===== config.mk =====
export PLATFORM = sky130hd
export DESIGN_NAME = arp_readout
export DESIGN_NICKNAME = d
export VERILOG_FILES = /design/src/arp_pkg.sv /design/src/arp_readout.sv /design/src/arp_rx.sv /design/src/arp_tx.sv
export SDC_FILE = /design/constraint.sdc
export NUM_CORES = 1
export LEC_CHECK = 0
export ABC_AREA = 1
export BUFFER_PORTS_ARGS = -buffer_cell sky130_fd_sc_hd__buf_4
export CORE_AREA = 2 2 115 117
export DETAILED_ROUTE_END_ITERATION = 12
export DIE_AREA = 0 0 117 119
export PLACE_DENSITY = 0.81
export SETUP_SLACK_MARGIN = 0.3
export SYNTH_ARGS = -nofsm -noshare
export SYNTH_HDL_FRONTEND = slang
export SYNTH_SLANG_ARGS = --single-unit

===== constraint.sdc =====
create_clock -name core_clk -period 2.57 [get_ports core_clk]
set_input_delay 0.257 -clock core_clk [delete_from_list [all_inputs] [get_ports core_clk]]
set_output_delay 0.257 -clock core_clk [all_outputs]
set_load 0.005 [all_outputs]

===== src/arp_pkg.sv =====
package arp_pkg;
	// ------------------------------------------------------------
	// register bus
	// ------------------------------------------------------------
	localparam int ADDR_W = 4;
	localparam int DATA_W = 8;
	localparam logic [3:0] ADDR_CTRL = 4'h0;
	localparam logic [3:0] ADDR_STATUS = 4'h1;
	localparam logic [3:0] ADDR_IRQ_STAT = 4'h2;
	localparam logic [3:0] ADDR_IRQ_MASK = 4'h3;
	localparam logic [3:0] ADDR_BAUD = 4'h4;
	localparam logic [3:0] ADDR_LAST_REQ = 4'h5;
	localparam logic [7:0] CTRL_RST = 8'h00;
	localparam logic [3:0] IRQ_MASK_RST = 4'h0;
	// irq bit positions
	localparam int IRQ_DONE = 0;
	localparam int IRQ_REQ = 1;
	localparam int IRQ_CMD = 2;
	localparam int IRQ_FERR = 3;
	// ------------------------------------------------------------
	// host byte and status byte layout
	// ------------------------------------------------------------
	localparam int BYTE_KIND_BIT = 0;
	localparam int ST_NEW_BIT = 6;
	localparam int ST_CONT_BIT = 4;
	localparam int ST_RES_BIT = 3;
	localparam int ST_PERR_BIT = 0;
	localparam logic [1:0] REQ_STATUS_PAIR = 2'h3;
	localparam logic [2:0] REQ_STATUS_ADDR = 3'h6;
	localparam logic [3:0] DIGIT_TAG = 4'h3;
	localparam logic [1:0] TYPE_COMP = 2'h3;
	localparam logic [1:0] TYPE_UNCOMP = 2'h2;
	localparam logic [1:0] TYPE_ERR_ONLY = 2'h1;
	// ------------------------------------------------------------
	// serial timing
	// ------------------------------------------------------------
	localparam logic [9:0] DIV_300 = 10'd512;
	localparam logic [9:0] DIV_1200 = 10'd128;
	localparam logic [9:0] DIV_9600 = 10'd16;
	localparam logic [9:0] DIV_19200 = 10'd8;
	localparam logic [3:0] TICKS_LAST = 4'd15;
	localparam logic [3:0] MID_SAMPLE = 4'd7;
	// integration phase: fixed count of converter clocks
	localparam longint INTEG_TIME_NS = 16670000;
	localparam longint INTEG_REF_HZ = 2400000;
	localparam int INTEG_CYCLES = int'(INTEG_TIME_NS * INTEG_REF_HZ / 1000000000);
	// ------------------------------------------------------------
	// types
	// ------------------------------------------------------------
	typedef enum logic [1:0]
	{
		MODE_PAR = 2'b00,
		MODE_SER = 2'b01,
		MODE_ADDR = 2'b10
	} arp_mode_t;
	typedef struct packed
	{
		logic continuous;
		logic high_res;
		logic [1:0] conv_type;
	} arp_cfg_t;
	localparam arp_cfg_t CFG_RST = '{1'b0, 1'b1, TYPE_COMP};
	typedef struct packed
	{
		logic polarity;
		logic overrange;
		logic [1:0] top_digit;
		logic [4:0][3:0] digit;
	} arp_result_t;
endpackage : arp_pkg


===== src/arp_readout.sv =====
// Design decisions made here: the placing of the registers and the plain strobed port.
`timescale 1ns/100ps
// What the document asks of this block and its host
// A status request returns bits 7 and 5 zero, bit 6 new result, bit 4 continuity, bit 3 resolution, bits 2..1 type, bit 0 parity error.
// In pair modes each digit byte holds the even digit low and the odd digit high, the top byte carrying polarity, overrange and top digit.
// In addressed serial mode each digit byte has upper nibble 0011, digit 5 packing polarity, overrange and its two bits.
// After a single conversion the result registers stay unchanged until a new command.
// In continuous conversion every finished conversion overwrites the result registers.
// In continuous conversion the host reads status before and after the digits and drops a reading that was updated in between.
// The host avoids continuous conversion when the serial rate is too slow to move all bytes within one conversion.
// The serial data clock is sixteen times the baud rate, divided down from the converter clock.
// The clock to data-clock divider is 512, 128, 16 or 8 for the four baud selections.
// Serial baud scales with the clock while parallel transfers do not depend on it.
// The integration phase is a fixed count of clocks, 16.67ms at 2.4MHz.
// At a nonstandard clock the host sets its own divider to match the converter's data clock.
// Reading the status byte clears the new-result flag.
// The baud select pins give a total division of 8192, 2048, 256 or 128.
// A host byte with bit 0 low is a command and with bit 0 high a request.
// Serial bytes are one start bit, eight data bits lsb first and one stop bit.
module arp_readout
	import arp_pkg::*;
#(
	parameter int INTEG_LEN = arp_pkg::INTEG_CYCLES,
	parameter int INTEG_W = 16
)
(
	input wire logic core_clk,
	input wire logic arst_n,
	input wire logic [arp_pkg::ADDR_W-1:0] reg_addr,
	input wire logic [arp_pkg::DATA_W-1:0] reg_wdata,
	input wire logic reg_wr,
	input wire logic reg_rd,
	output logic [arp_pkg::DATA_W-1:0] reg_rdata,
	output logic irq,
	input wire logic uart_rxd,
	output logic uart_txd,
	input wire logic baud_select_lo,
	input wire logic baud_select_hi,
	input wire logic par_req_valid,
	input wire logic [7:0] par_req_byte,
	output logic par_resp_valid,
	output logic [7:0] par_resp_byte,
	input wire logic conv_done,
	input wire arp_pkg::arp_result_t conv_result,
	output logic conv_start,
	output arp_pkg::arp_cfg_t conv_cfg,
	output logic integrating
);
	import arp_pkg::*;
	// ------------------------------------------------------------
	// pin synchronisers
	// ------------------------------------------------------------
	logic [2:0] pin_s1_q;
	logic [2:0] pin_s2_q;
	logic [2:0] pin_s3_q;
	logic [2:0] pin_q;
	always_ff @(posedge core_clk or negedge arst_n)
	begin
		if (!arst_n)
		begin
			pin_s1_q <= 3'h1;
			pin_s2_q <= 3'h1;
			pin_s3_q <= 3'h1;
			pin_q <= 3'h1;
		end
		else
		begin
			pin_s1_q <= {baud_select_hi, baud_select_lo, uart_rxd};
			pin_s2_q <= pin_s1_q;
			pin_s3_q <= pin_s2_q;
			// accept a change only once two stages agree
			pin_q <= (pin_s2_q & ~(pin_s2_q ^ pin_s3_q)) | (pin_q & (pin_s2_q ^ pin_s3_q));
		end
	end
	// ------------------------------------------------------------
	// data clock
	// ------------------------------------------------------------
	function automatic logic [9:0] data_clk_div(input logic [1:0] sel);
		case (sel)
			2'b00: data_clk_div = DIV_300;
			2'b01: data_clk_div = DIV_1200;
			2'b10: data_clk_div = DIV_9600;
			default: data_clk_div = DIV_19200;
		endcase
	endfunction : data_clk_div
	logic [9:0] div_cnt_q;
	logic tick_q;
	logic [9:0] div_now;
	assign div_now = data_clk_div(pin_q[2:1]);
	always_ff @(posedge core_clk or negedge arst_n)
	begin
		if (!arst_n)
		begin
			div_cnt_q <= 10'h000;
			tick_q <= 1'b0;
		end
		else if (div_cnt_q >= div_now - 10'h001)
		begin
			// counting core clocks keeps baud proportional to the clock
			div_cnt_q <= 10'h000;
			tick_q <= 1'b1;
		end
		else
		begin
			div_cnt_q <= div_cnt_q + 10'h001;
			tick_q <= 1'b0;
		end
	end
	// ------------------------------------------------------------
	// serial engines, each bit is 16 data clocks
	// ------------------------------------------------------------
	logic rx_valid;
	logic [7:0] rx_byte;
	logic rx_ferr;
	logic tx_busy;
	logic tx_start_q;
	logic [7:0] tx_byte_q;
	arp_rx u_rx
	(
		.core_clk(core_clk),
		.arst_n(arst_n),
		.tick(tick_q),
		.rxd(pin_q[0]),
		.byte_valid(rx_valid),
		.byte_data(rx_byte),
		.frame_err(rx_ferr)
	);
	arp_tx u_tx
	(
		.core_clk(core_clk),
		.arst_n(arst_n),
		.tick(tick_q),
		.start(tx_start_q),
		.data(tx_byte_q),
		.busy(tx_busy),
		.txd(uart_txd)
	);
	// ------------------------------------------------------------
	// host byte source
	// ------------------------------------------------------------
	logic [7:0] ctrl_q;
	arp_mode_t mode;
	logic host_valid;
	logic [7:0] host_byte;
	logic host_err;
	assign mode = arp_mode_t'(ctrl_q[1:0]);
	always_comb
	begin
		// parallel transfers use no baud timing at all
		if (mode == MODE_PAR)
		begin
			host_valid = par_req_valid;
			host_byte = par_req_byte;
			host_err = 1'b0;
		end
		else
		begin
			host_valid = rx_valid;
			host_byte = rx_byte;
			host_err = rx_ferr;
		end
	end
	logic is_cmd;
	logic is_req;
	assign is_cmd = host_valid && !host_byte[BYTE_KIND_BIT];
	assign is_req = host_valid && host_byte[BYTE_KIND_BIT];
	// ------------------------------------------------------------
	// conversion control and results
	// ------------------------------------------------------------
	logic active_q;
	logic new_q;
	logic perr_q;
	arp_result_t result_q;
	logic [INTEG_W-1:0] integ_cnt_q;
	logic accept_done;
	assign accept_done = conv_done && active_q;
	always_ff @(posedge core_clk or negedge arst_n)
	begin
		if (!arst_n)
		begin
			conv_cfg <= CFG_RST;
			conv_start <= 1'b0;
			active_q <= 1'b0;
		end
		else
		begin
			conv_start <= is_cmd;
			if (is_cmd)
			begin
				conv_cfg <= arp_cfg_t'(host_byte[4:1]);
				active_q <= 1'b1;
			end
			else if (accept_done && !conv_cfg.continuous)
				active_q <= 1'b0;
		end
	end
	always_ff @(posedge core_clk or negedge arst_n)
	begin
		if (!arst_n)
			result_q <= '0;
		else if (accept_done)
			result_q <= conv_result;
	end
	// ------------------------------------------------------------
	// integration phase timer
	// ------------------------------------------------------------
	always_ff @(posedge core_clk or negedge arst_n)
	begin
		if (!arst_n)
		begin
			integ_cnt_q <= '0;
			integrating <= 1'b0;
		end
		else if (is_cmd || (accept_done && conv_cfg.continuous))
		begin
			integ_cnt_q <= INTEG_W'(INTEG_LEN - 1);
			integrating <= 1'b1;
		end
		else if (integ_cnt_q != '0)
			integ_cnt_q <= integ_cnt_q - 1'b1;
		else
			integrating <= 1'b0;
	end
	// ------------------------------------------------------------
	// response bytes
	// ------------------------------------------------------------
	function automatic logic [7:0] status_byte(input logic nw, input arp_cfg_t c,
		input logic pe);
		status_byte = {1'b0, nw, 1'b0, c.continuous, c.high_res, c.conv_type, pe};
	endfunction : status_byte
	function automatic logic [7:0] pair_byte(input arp_result_t r, input logic [1:0] p);
		case (p)
			2'h0: pair_byte = {r.digit[1], r.digit[0]};
			2'h1: pair_byte = {r.digit[3], r.digit[2]};
			default: pair_byte = {r.polarity, r.overrange, r.top_digit, r.digit[4]};
		endcase
	endfunction : pair_byte
	function automatic logic [7:0] single_byte(input arp_result_t r, input logic [2:0] d);
		if (d == 3'h5)
			single_byte = {DIGIT_TAG, r.polarity, r.overrange, r.top_digit};
		else if (d > 3'h5)
			// reserved codes must not index past digit 4
			single_byte = {DIGIT_TAG, 4'h0};
		else
			single_byte = {DIGIT_TAG, r.digit[d]};
	endfunction : single_byte
	logic status_req;
	logic [7:0] resp;
	always_comb
	begin
		status_req = 1'b0;
		if (mode == MODE_ADDR)
		begin
			status_req = (host_byte[3:1] == REQ_STATUS_ADDR);
			resp = single_byte(result_q, host_byte[3:1]);
		end
		else
		begin
			status_req = (host_byte[3:2] == REQ_STATUS_PAIR);
			resp = pair_byte(result_q, host_byte[3:2]);
		end
		if (status_req)
			resp = status_byte(new_q, conv_cfg, perr_q);
	end
	// a request that lands while a reply is still shifting out is dropped
	logic req_taken;
	assign req_taken = is_req && (mode == MODE_PAR || !tx_busy);
	always_ff @(posedge core_clk or negedge arst_n)
	begin
		if (!arst_n)
		begin
			new_q <= 1'b0;
			perr_q <= 1'b0;
		end
		else
		begin
			if (host_valid)
				perr_q <= host_err;
			// set beats clear in the same cycle
			if (accept_done)
				new_q <= 1'b1;
			else if (req_taken && status_req)
				new_q <= 1'b0;
		end
	end
	always_ff @(posedge core_clk or negedge arst_n)
	begin
		if (!arst_n)
		begin
			tx_start_q <= 1'b0;
			tx_byte_q <= 8'h00;
			par_resp_valid <= 1'b0;
			par_resp_byte <= 8'h00;
		end
		else
		begin
			tx_start_q <= req_taken && mode != MODE_PAR;
			par_resp_valid <= req_taken && mode == MODE_PAR;
			if (req_taken && mode != MODE_PAR)
				tx_byte_q <= resp;
			if (req_taken && mode == MODE_PAR)
				par_resp_byte <= resp;
		end
	end
	// ------------------------------------------------------------
	// register port and interrupt
	// ------------------------------------------------------------
	logic [3:0] irq_stat_q;
	logic [3:0] irq_mask_q;
	logic [3:0] irq_ev;
	logic [7:0] last_req_q;
	assign irq_ev = {is_req && host_err, is_cmd, req_taken, accept_done};
	always_ff @(posedge core_clk or negedge arst_n)
	begin
		if (!arst_n)
		begin
			ctrl_q <= CTRL_RST;
			irq_mask_q <= IRQ_MASK_RST;
			irq_stat_q <= 4'h0;
			last_req_q <= 8'h00;
		end
		else
		begin
			if (reg_wr && reg_addr == ADDR_CTRL)
				ctrl_q <= {6'h00, reg_wdata[1:0]};
			if (reg_wr && reg_addr == ADDR_IRQ_MASK)
				irq_mask_q <= reg_wdata[3:0];
			if (host_valid)
				last_req_q <= host_byte;
			if (reg_wr && reg_addr == ADDR_IRQ_STAT)
				irq_stat_q <= (irq_stat_q & ~reg_wdata[3:0]) | irq_ev;
			else
				irq_stat_q <= irq_stat_q | irq_ev;
		end
	end
	always_ff @(posedge core_clk or negedge arst_n)
	begin
		if (!arst_n)
		begin
			reg_rdata <= 8'h00;
			irq <= 1'b0;
		end
		else
		begin
			irq <= |(irq_stat_q & irq_mask_q);
			reg_rdata <= 8'h00;
			if (reg_rd)
			begin
				// software view of status does not clear the new flag
				case (reg_addr)
					ADDR_CTRL: reg_rdata <= ctrl_q;
					ADDR_STATUS: reg_rdata <= status_byte(new_q, conv_cfg, perr_q);
					ADDR_IRQ_STAT: reg_rdata <= {4'h0, irq_stat_q};
					ADDR_IRQ_MASK: reg_rdata <= {4'h0, irq_mask_q};
					ADDR_BAUD: reg_rdata <= {5'h00, active_q, pin_q[2:1]};
					ADDR_LAST_REQ: reg_rdata <= last_req_q;
					default: reg_rdata <= 8'h00;
				endcase
			end
		end
	end
endmodule : arp_readout


===== src/arp_rx.sv =====
`timescale 1ns/100ps
module arp_rx
	import arp_pkg::*;
(
	input wire logic core_clk,
	input wire logic arst_n,
	input wire logic tick,
	input wire logic rxd,
	output logic byte_valid,
	output logic [7:0] byte_data,
	output logic frame_err
);
	typedef enum logic [1:0]
	{
		RX_IDLE = 2'b00,
		RX_START = 2'b01,
		RX_DATA = 2'b10,
		RX_STOP = 2'b11
	} arp_rx_state_t;
	arp_rx_state_t state_q;
	logic [3:0] tcnt_q;
	logic [2:0] bcnt_q;
	always_ff @(posedge core_clk or negedge arst_n)
	begin
		if (!arst_n)
		begin
			state_q <= RX_IDLE;
			tcnt_q <= 4'h0;
			bcnt_q <= 3'h0;
			byte_data <= 8'h00;
			byte_valid <= 1'b0;
			frame_err <= 1'b0;
		end
		else
		begin
			byte_valid <= 1'b0;
			if (tick)
			begin
				tcnt_q <= tcnt_q + 4'h1;
				case (state_q)
					RX_IDLE:
					begin
						tcnt_q <= 4'h0;
						if (!rxd)
							state_q <= RX_START;
					end
					RX_START:
						if (tcnt_q == MID_SAMPLE)
						begin
							// re-check mid start bit to reject glitches
							tcnt_q <= 4'h0;
							bcnt_q <= 3'h0;
							state_q <= rxd ? RX_IDLE : RX_DATA;
						end
					RX_DATA:
						if (tcnt_q == TICKS_LAST)
						begin
							byte_data <= {rxd, byte_data[7:1]};
							bcnt_q <= bcnt_q + 3'h1;
							if (bcnt_q == 3'h7)
								state_q <= RX_STOP;
						end
					RX_STOP:
						if (tcnt_q == TICKS_LAST)
						begin
							byte_valid <= 1'b1;
							frame_err <= !rxd;
							state_q <= RX_IDLE;
						end
					default:
						state_q <= RX_IDLE;
				endcase
			end
		end
	end
endmodule : arp_rx


===== src/arp_tx.sv =====
`timescale 1ns/100ps
module arp_tx
	import arp_pkg::*;
(
	input wire logic core_clk,
	input wire logic arst_n,
	input wire logic tick,
	input wire logic start,
	input wire logic [7:0] data,
	output logic busy,
	output logic txd
);
	typedef enum logic [1:0]
	{
		TX_IDLE = 2'b00,
		TX_START = 2'b01,
		TX_DATA = 2'b10,
		TX_STOP = 2'b11
	} arp_tx_state_t;
	arp_tx_state_t state_q;
	logic [3:0] tcnt_q;
	logic [2:0] bcnt_q;
	logic [7:0] sh_q;
	assign busy = (state_q != TX_IDLE);
	always_ff @(posedge core_clk or negedge arst_n)
	begin
		if (!arst_n)
		begin
			state_q <= TX_IDLE;
			tcnt_q <= 4'h0;
			bcnt_q <= 3'h0;
			sh_q <= 8'h00;
			txd <= 1'b1;
		end
		else if (state_q == TX_IDLE)
		begin
			if (start)
			begin
				sh_q <= data;
				tcnt_q <= 4'h0;
				state_q <= TX_START;
			end
		end
		else if (tick)
		begin
			tcnt_q <= tcnt_q + 4'h1;
			case (state_q)
				TX_START:
					txd <= 1'b0;
				TX_DATA:
					txd <= sh_q[bcnt_q];
				TX_STOP:
					txd <= 1'b1;
				default:
					txd <= 1'b1;
			endcase
			if (tcnt_q == TICKS_LAST)
			begin
				case (state_q)
					TX_START:
					begin
						bcnt_q <= 3'h0;
						state_q <= TX_DATA;
					end
					TX_DATA:
					begin
						bcnt_q <= bcnt_q + 3'h1;
						if (bcnt_q == 3'h7)
							state_q <= TX_STOP;
					end
					default:
						state_q <= TX_IDLE;
				endcase
			end
		end
	end
endmodule : arp_tx


==> results of run 1 <==
==> cell type report <==
class	count	area [µm²]
clock buffers	24	492
clock inverters	8	165
fillers	961	4070
inverters	113	427
multi-input cells	583	2960
flip-flops and latches	154	3860
well taps	176	220
repair buffers	86	684
==> cells by family after synthesis <==
group,after synthesis,synth area share
other,1,0.000511
adder cells (fa/ha/maj),26,0.0433
flip-flops,154,0.526
XOR/XNOR,12,0.0143
AND/OR/NAND/NOR,394,0.228
buffers and inverters,129,0.0722
AO/OA/AOI/OAI,150,0.116
==> cell usage after synthesis (all sizes together) <==
| cell type | instances | area share |
|---|---|---|
| o21ai | 97 | 0.070 |
| a31oi | 3 | 0.0026 |
| nor3b | 1 | 0.0010 |
| dfrtp | 146 | 0.50 |
| nor3 | 17 | 0.014 |
| maj3 | 3 | 0.0041 |
| conb | 1 | 0.00051 |
| clkinv | 1 | 0.00051 |
| and2 | 1 | 0.00085 |
| a21oi | 26 | 0.018 |
| a211oi | 4 | 0.0055 |
| nand4 | 10 | 0.0085 |
| nor2 | 71 | 0.041 |
| o211ai | 9 | 0.0099 |
| o41ai | 1 | 0.0012 |
| o31ai | 1 | 0.0010 |
| o22ai | 8 | 0.0068 |
| clkbuf | 8 | 0.0043 |
| xnor2 | 3 | 0.0036 |
| xor2 | 9 | 0.011 |
| or2 | 4 | 0.0034 |
| nor4 | 2 | 0.0026 |
| nand2 | 238 | 0.12 |
| dfstp | 8 | 0.029 |
| buf | 8 | 0.0099 |
| inv | 112 | 0.058 |
| nand3 | 50 | 0.034 |
| ha | 23 | 0.039 |
| o21bai | 1 | 0.0010 |
==> worst max-delay path, stage by stage, from the launching register on <==
cell and delay (ps):
dfrtp_1 470, nor2_4 80, buf_12 150, buf_4 140, o21ai_2 420, nand2_2 130
nor2_2 190, inv_2 80, o21ai_0 180, nand2_1 70
==> metrics by stage <==
| stage | setup slack, ps | util | area, µm² | std cells |
|---|---|---|---|---|
| final | 543 | 0.684 | 8810 | 1144 |
| after global routing | 395 | 0.684 | 8810 | 1144 |
| after CTS | 380 | 0.681 | 8770 | 1141 |
| after detailed placement | 411 | 0.627 | 8070 | 1105 |
| after global placement | 452 | 0.627 | 8070 | 1105 |
| after floorplan | 628 | - | 7340 | 866 |
==> sequential cells by signal, summed over array words and instances (netlist names), 4 cells and up, named ones only <==
signal,flops
conv_cfg,4
div_cnt_q,10
integ_cnt_q,16
irq_mask_q,4
irq_stat_q,4
last_req_q,8
par_resp_byte,8
reg_rdata,8
result_q,24
tx_byte_q,8
u_rx.byte_data,8
u_rx.tcnt_q,4
u_tx.sh_q,8
u_tx.tcnt_q,4
==> routing by layer <==
metal | track usage | wire length [µm] | up-vias
met5 | 0 | 0 | -
met4 | 0.103 | 397 | 0
met3 | 0.0529 | 726 | 34
met2 | 0.398 | 7740 | 158
met1 | 0.341 | 7050 | 2808
li1 | - | - | 2976
==> power by group <==
group / switching [mW] / internal (mW) / total [mW]
clock: 0.935 / 1.82 / 2.76
combinational: 1.32 / 0.825 / 2.15
sequential: 0.415 / 3.09 / 3.51
==> timing repair <==
item,4_1_cts,5_1_grt
hold endpoints to repair,42,0
hold buffers,4,0
setup endpoints to repair,0,10
buffers inserted,0,3
gates resized for setup,0,2
==> path summary, 6_finish.rpt <==
check,startpoint,end,depth (start not counted),slack (ps)
max,ctrl_q[1],new_q,9,540
min,conv_result[13],result_q[13],3,30
max reg2reg,ctrl_q[1],new_q,9,540
min reg2reg,pin_s1_q[2],pin_s2_q[2],0,350
max in group asynchronous,arst_n,conv_cfg[0],3,1470
min in group asynchronous,arst_n,last_req_q[7],2,330
==> cell usage in the layout (no fill, tap or decap), types with 5 or more instances in the layout <==
master / instances
inv_2: 5
o211ai_1: 8
nor2_1: 65
nand4_1: 10
o22ai_1: 8
bufinv_16: 5
ha_1: 23
nor3_1: 14
nand2_1: 234
a21oi_1: 26
xor2_1: 9
dfstp_2: 8
o21ai_0: 87
inv_1: 106
nand3_1: 50
clkbuf_16: 17
dfrtp_1: 146
o21ai_1: 6
buf_4: 79
==> metrics.md, run 1 <==
| Metric | Value |
|---|---|
| Status | complete, no violations |
| Lkg Pwr | 4.36 nW |
| Grt total ovfl | 0 |
| DRC errors left | 0 |
| Core Box Area | 12900 µm² |
| Share of cells above drive strength 1 | 0.155 |
| Pwr dens | 955 nW/µm² |
| CTS tree | done |
| Setup violations, final | 0 |
| Starting Density | 0.570 |
| CP max FO | 12 |
| Worst EP required | 2880 ps |
| Syn Nets | 942 |
| Synth Register Bits | 154 |
| Routed wire length | 15900 µm |
| Syn Inst Count | 866 |
| Cts bufs inserted | 17 |
| Min cycle time layout | 2030 ps |
| DR vias | 5976 |
| First-pass GRT wire length | 27300 µm |
| Worst slew margin | 0.594 |
| Worst Hold Class | input pin to register |
| Tcrit/Tclk final | 0.789 |
| Worst clock skew | 5.55 ps |
| Longest Clk Path Bufs | 2 |
| Slew Limit Fails | 0 |
| Critical Setup Path Class | register to register |
| Dpl hpwl | 11400 µm |
| Layout area overhead | 20.0% |
| Final hold viol count | 0 |
| Power after layout | 8.41 mW |
| IO Count | 78 |
| CTS H-tree depth | 4 |
| Total GRT Usage | 0.252 |
| Syn_area_per_cell | 8.48 µm² |
| TritonRoute pass-1 iters | 5 |
| Nets@finish | 1031 |
| Worst Setup End Kind | register |
| Post-Syn Area | 7340 µm² |
| Via density | 5.22 |
| RSZ-0062 raised after global routing | no |
| Clk sinks | 154 |
| Synth cell types | 46 |
| Std-Cell Rows | 42 |
| Input/output buffers | 73 |
| Final ANT Viol Nets | 0 |
| # Max-Cap Violations | 0 |
| Largest net degree at the start of global routing | 52 |
| Slew @ Worst Pin | 603 ps |
| Synthesis Warnings | 0 |
| Die area | 13900 µm² |
| Setup TNS | 0 ps |
| Number of global-route vias before repair | 5856 |
| Die W | 117 µm |
| Initial DRC Count | 370 |
| Register area share after synthesis | 0.526 |
| Max Fclk | 493 MHz |
| Chip height | 119 µm |
| Max VDD drop | 501 µV |
| Placer congestion estimate | 0.939 |
| Antenna diodes | 0 |
| Initial antenna violation count | 0 |
| CP Launch Type | register |
| Post-DR wirelength/cell | 13.9 µm |
| Worst-Skew Late Latency | 420 ps |
| Clock transition at the registers of the reported paths | 60 ps |
| Worst path arrival time | 2330 ps |
| Final hold slack | 26.1 ps |
| Root Buffer Master | clkbuf_16 |
(Power assumes the default switching activity.)
==> run 2, diff against run 1 <==
ABC_AREA = 0   (was 1)
CORE_AREA = 2 2 122 124   (was 2 2 115 117)
DIE_AREA = 0 0 124 126   (was 0 0 117 119)
PLACE_DENSITY = 0.76   (was 0.81)
clock period = 1.7 ns   (was 2.57 ns; I/O delays follow)
==> metrics.md, run 2 <==
| Metric | Value |
|---|---|
| Status | complete, but fails checks |
| Failing checks | negative setup slack |
| Internal cell power | 9.66 mW |
| Worst EP required | 2020 ps |
| Std-Cell Rows | 44 |
| Tcrit/Tclk final | 1.06 |
| # Max-Cap Violations | 0 |
| Post-synth EDFFs | 0 |
| Fillers | 794 |
| CTS tree | done |
| Clock transition at the registers of the reported paths | 60 ps |
| Worst Setup End Kind | register |
| Max Fclk | 553 MHz |
| Commonest cells after routing, fill and taps aside | buf_4, dfrtp_1, nand2_1 |
| IO Count | 78 |
| Input/output buffers | 73 |
| Syn Inst Count | 669 |
| Commonest non-fill, non-tap cell in the layout | buf_4 |
| Core Box Area | 14300 µm² |
| Gr busiest metal | met2 |
| Grt total ovfl | 0 |
| Syn_area_per_cell | 11.0 µm² |
| Nets@finish | 966 |
| Pwr dens | 1290 nW/µm² |
| Die area | 15600 µm² |
| Critical Setup Path Class | register to register |
| Count leader, synth | dfrtp_1 |
| Synth cell types | 64 |
| Async S/R FF share, synth | 1.00 |
| Pre-CTS setup slack | -165 ps |
| Setup TNS | -2030 ps |
| Top Registers | result_q (24), integ_cnt_q (16), div_cnt_q (10) |
| Clock power frac | 0.285 |
| Routed wire length | 21200 µm |
| Sw Ratio | 0.324 |
| M2 GR Usage | 0.449 |
| Synth Register Bits | 154 |
| Die W | 124 µm |
| Share of cells above drive strength 1 | 0.495 |
| Via density | 5.74 |
| Initial DRC Count | 412 |
| Post-Syn Area | 7390 µm² |
| Layout area overhead | 50.1% |
| Worst Hold Class | input pin to register |
| Largest net degree at the start of global routing | 52 |
| Setup ws final | -109 ps |
| Longest Clk Path Bufs | 2 |
| Setup violations, final | 37 |
| Root Buffer Master | clkbuf_16 |
| Reg2Reg Setup Slack | -110 ps |
| Syn Nets | 745 |
| Power after layout | 14.3 mW |
| Critical-path cell list | and2_4 > ha_4 > a31o_4 > a21oi_2 > o21a_1 > o21ai_2 > buf_6 > nor2_1 |
| CP Launch Type | register |
| Placer congestion estimate | 0.879 |
| Area leader, netlist | dfrtp_1 |
| DRC errors left | 0 |
| Post-DR wirelength/cell | 19.5 µm |
| Synthesis Warnings | 0 |
| Cells after DPL | 963 |
| Final std cells w/o fill | 1087 |
| Worst path arrival time | 2130 ps |
| Top reg by flops | result_q |
| Worst clock skew | 7.29 ps |
| Slowest CP cell | dfrtp_2 |
| Dpl hpwl | 12800 µm |
| Register area share after synthesis | 0.523 |
| Met3 Resource Use GR | 0.0575 |
| Share of power burned in registers | 0.370 |
| First-pass GRT wire length | 31900 µm |
| Multi-input gate area | 4300 µm² |
| Clk sinks | 154 |
| Area contributors post-synth | dfrtp_1, mux2_2, ha_1 |
| Total GRT Usage | 0.264 |
| Number of global-route vias before repair | 6312 |
| CP max FO | 8 |
| Chip height | 126 µm |
| Cts bufs inserted | 17 |
| TritonRoute pass-1 iters | 5 |
| Top cell type's share of synthesized area | 0.494 |
| Antenna diodes | 0 |
| RSZ-0062 raised after global routing | yes |
| Worst-Skew Late Latency | 440 ps |
| P_sw | 4.64 mW |
| Min cycle time layout | 1810 ps |
| CTS H-tree depth | 4 |
| Register area | 3870 µm² |
| Met1 usage | 0.331 |
| DR vias | 6237 |
| Max VDD drop | 823 µV |
| Comb pwr share | 0.345 |
| Crit-path max cell delay | 450 ps |
| Final ANT Viol Nets | 0 |
| Final hold viol count | 0 |
| Final hold slack | 11.6 ps |
| Main synth FF type | dfrtp_1 |
| Starting Density | 0.516 |
| Max reg flops | 24 |
| Most frequent cells after synthesis | dfrtp_1, nand2_1, mux2_2 |
| Slew Limit Fails | 0 |
| Initial antenna violation count | 0 |
| Lkg Pwr | 4.98 nW |
-- run 2: cell count changes after synthesis, sizes merged, moves of 8 or more --
cell | previous run | this run
xor2 | 9 | 17
inv | 112 | 17
nor3 | 17 | 6
a31oi | 3 | 11
and3 | 0 | 9
nand3 | 50 | 30
nor2b | 0 | 10
nor2 | 71 | 53
mux2 | 0 | 56
nand2b | 0 | 9
nand2 | 238 | 73
mux2i | 0 | 18
o21ai | 97 | 26
-- run 2: critical path, delay by kind of cell (launching register included) --
kind                       cells  cell delay, ps
AOI/OAI and AO/OA              4             560
adders and majority gates      1             250
buffers and inverters          1             200
DFF                            1             450
and+or+nand+nor                2             230
-- run 2: cells by family after synthesis --
group | after synthesis | share of synthesized area
other | 1 | 0.000507
adder cells (fa/ha/maj) | 26 | 0.0430
XOR/XNOR | 23 | 0.0273
buffers and inverters | 41 | 0.0254
multiplexers | 77 | 0.119
flip-flops | 154 | 0.523
AO/OA/AOI/OAI | 123 | 0.110
AND/OR/NAND/NOR | 224 | 0.152
-- run 2: worst paths after layout --
kind,start,cells after the start,endpoint
min reg2reg,pin_s1_q[1],0,pin_s2_q[1]
max,register,8,div_cnt_q[6]
max reg2reg,register,8,div_cnt_q[6]
max in group asynchronous,arst_n,3,asynchronous set/reset pin
min in group asynchronous,arst_n,2,div_cnt_q[8]
min,par_req_byte[6],3,last_req_q[6]
-- run 2: per-layer routing --
metal  part of all wire  routed length [µm]  vias up
met4              0.022                 461        0
met5                  0                   0        -
li1                   -                   -     2835
met2               0.53               11300      190
met3              0.040                 854       40
met1               0.41                8580     3172
-- run 2: cell type report --
type,count,area share
repair buffers,224,0.181
clock inverters,11,0.0152
inverters,17,0.00575
well taps,184,0.0207
flip-flops and latches,154,0.349
multi-input cells,476,0.387
clock buffers,21,0.0415
-- run 2: metrics by stage --
stage	utilization	instance area, µm²
floorplan	-	7570
global placement	0.608	8700
detailed placement	0.608	8700
CTS	0.717	10300
global route	0.775	11100
finish	0.775	11100
-- run 2: what timing repair did --
item / in CTS / in global routing
hold buffers: 34 / 0
endpoints found under the setup margin: 92 / 110
gates cloned: 2 / 1
gates resized for setup: 80 / 150
pin swaps: 31 / 44
setup buffers: 30 / 25
hold endpoints to repair: 71 / 0
-- run 2: power groups by stage --
| stage | clock, mW | sequential [mW] | combinational [mW] |
|---|---|---|---|
| 4_1_cts | 4.09 | 5.21 | 3.93 |
| 5_1_grt | 4.29 | 5.39 | 5.30 |
| 3_5_place_dp | 0 | 5.25 | 3.33 |
| 2_1_floorplan | 0 | 5.03 | 2.09 |
| 6_report | 4.07 | 5.29 | 4.93 |
| 3_3_place_gp | 0 | 5.21 | 3.20 |
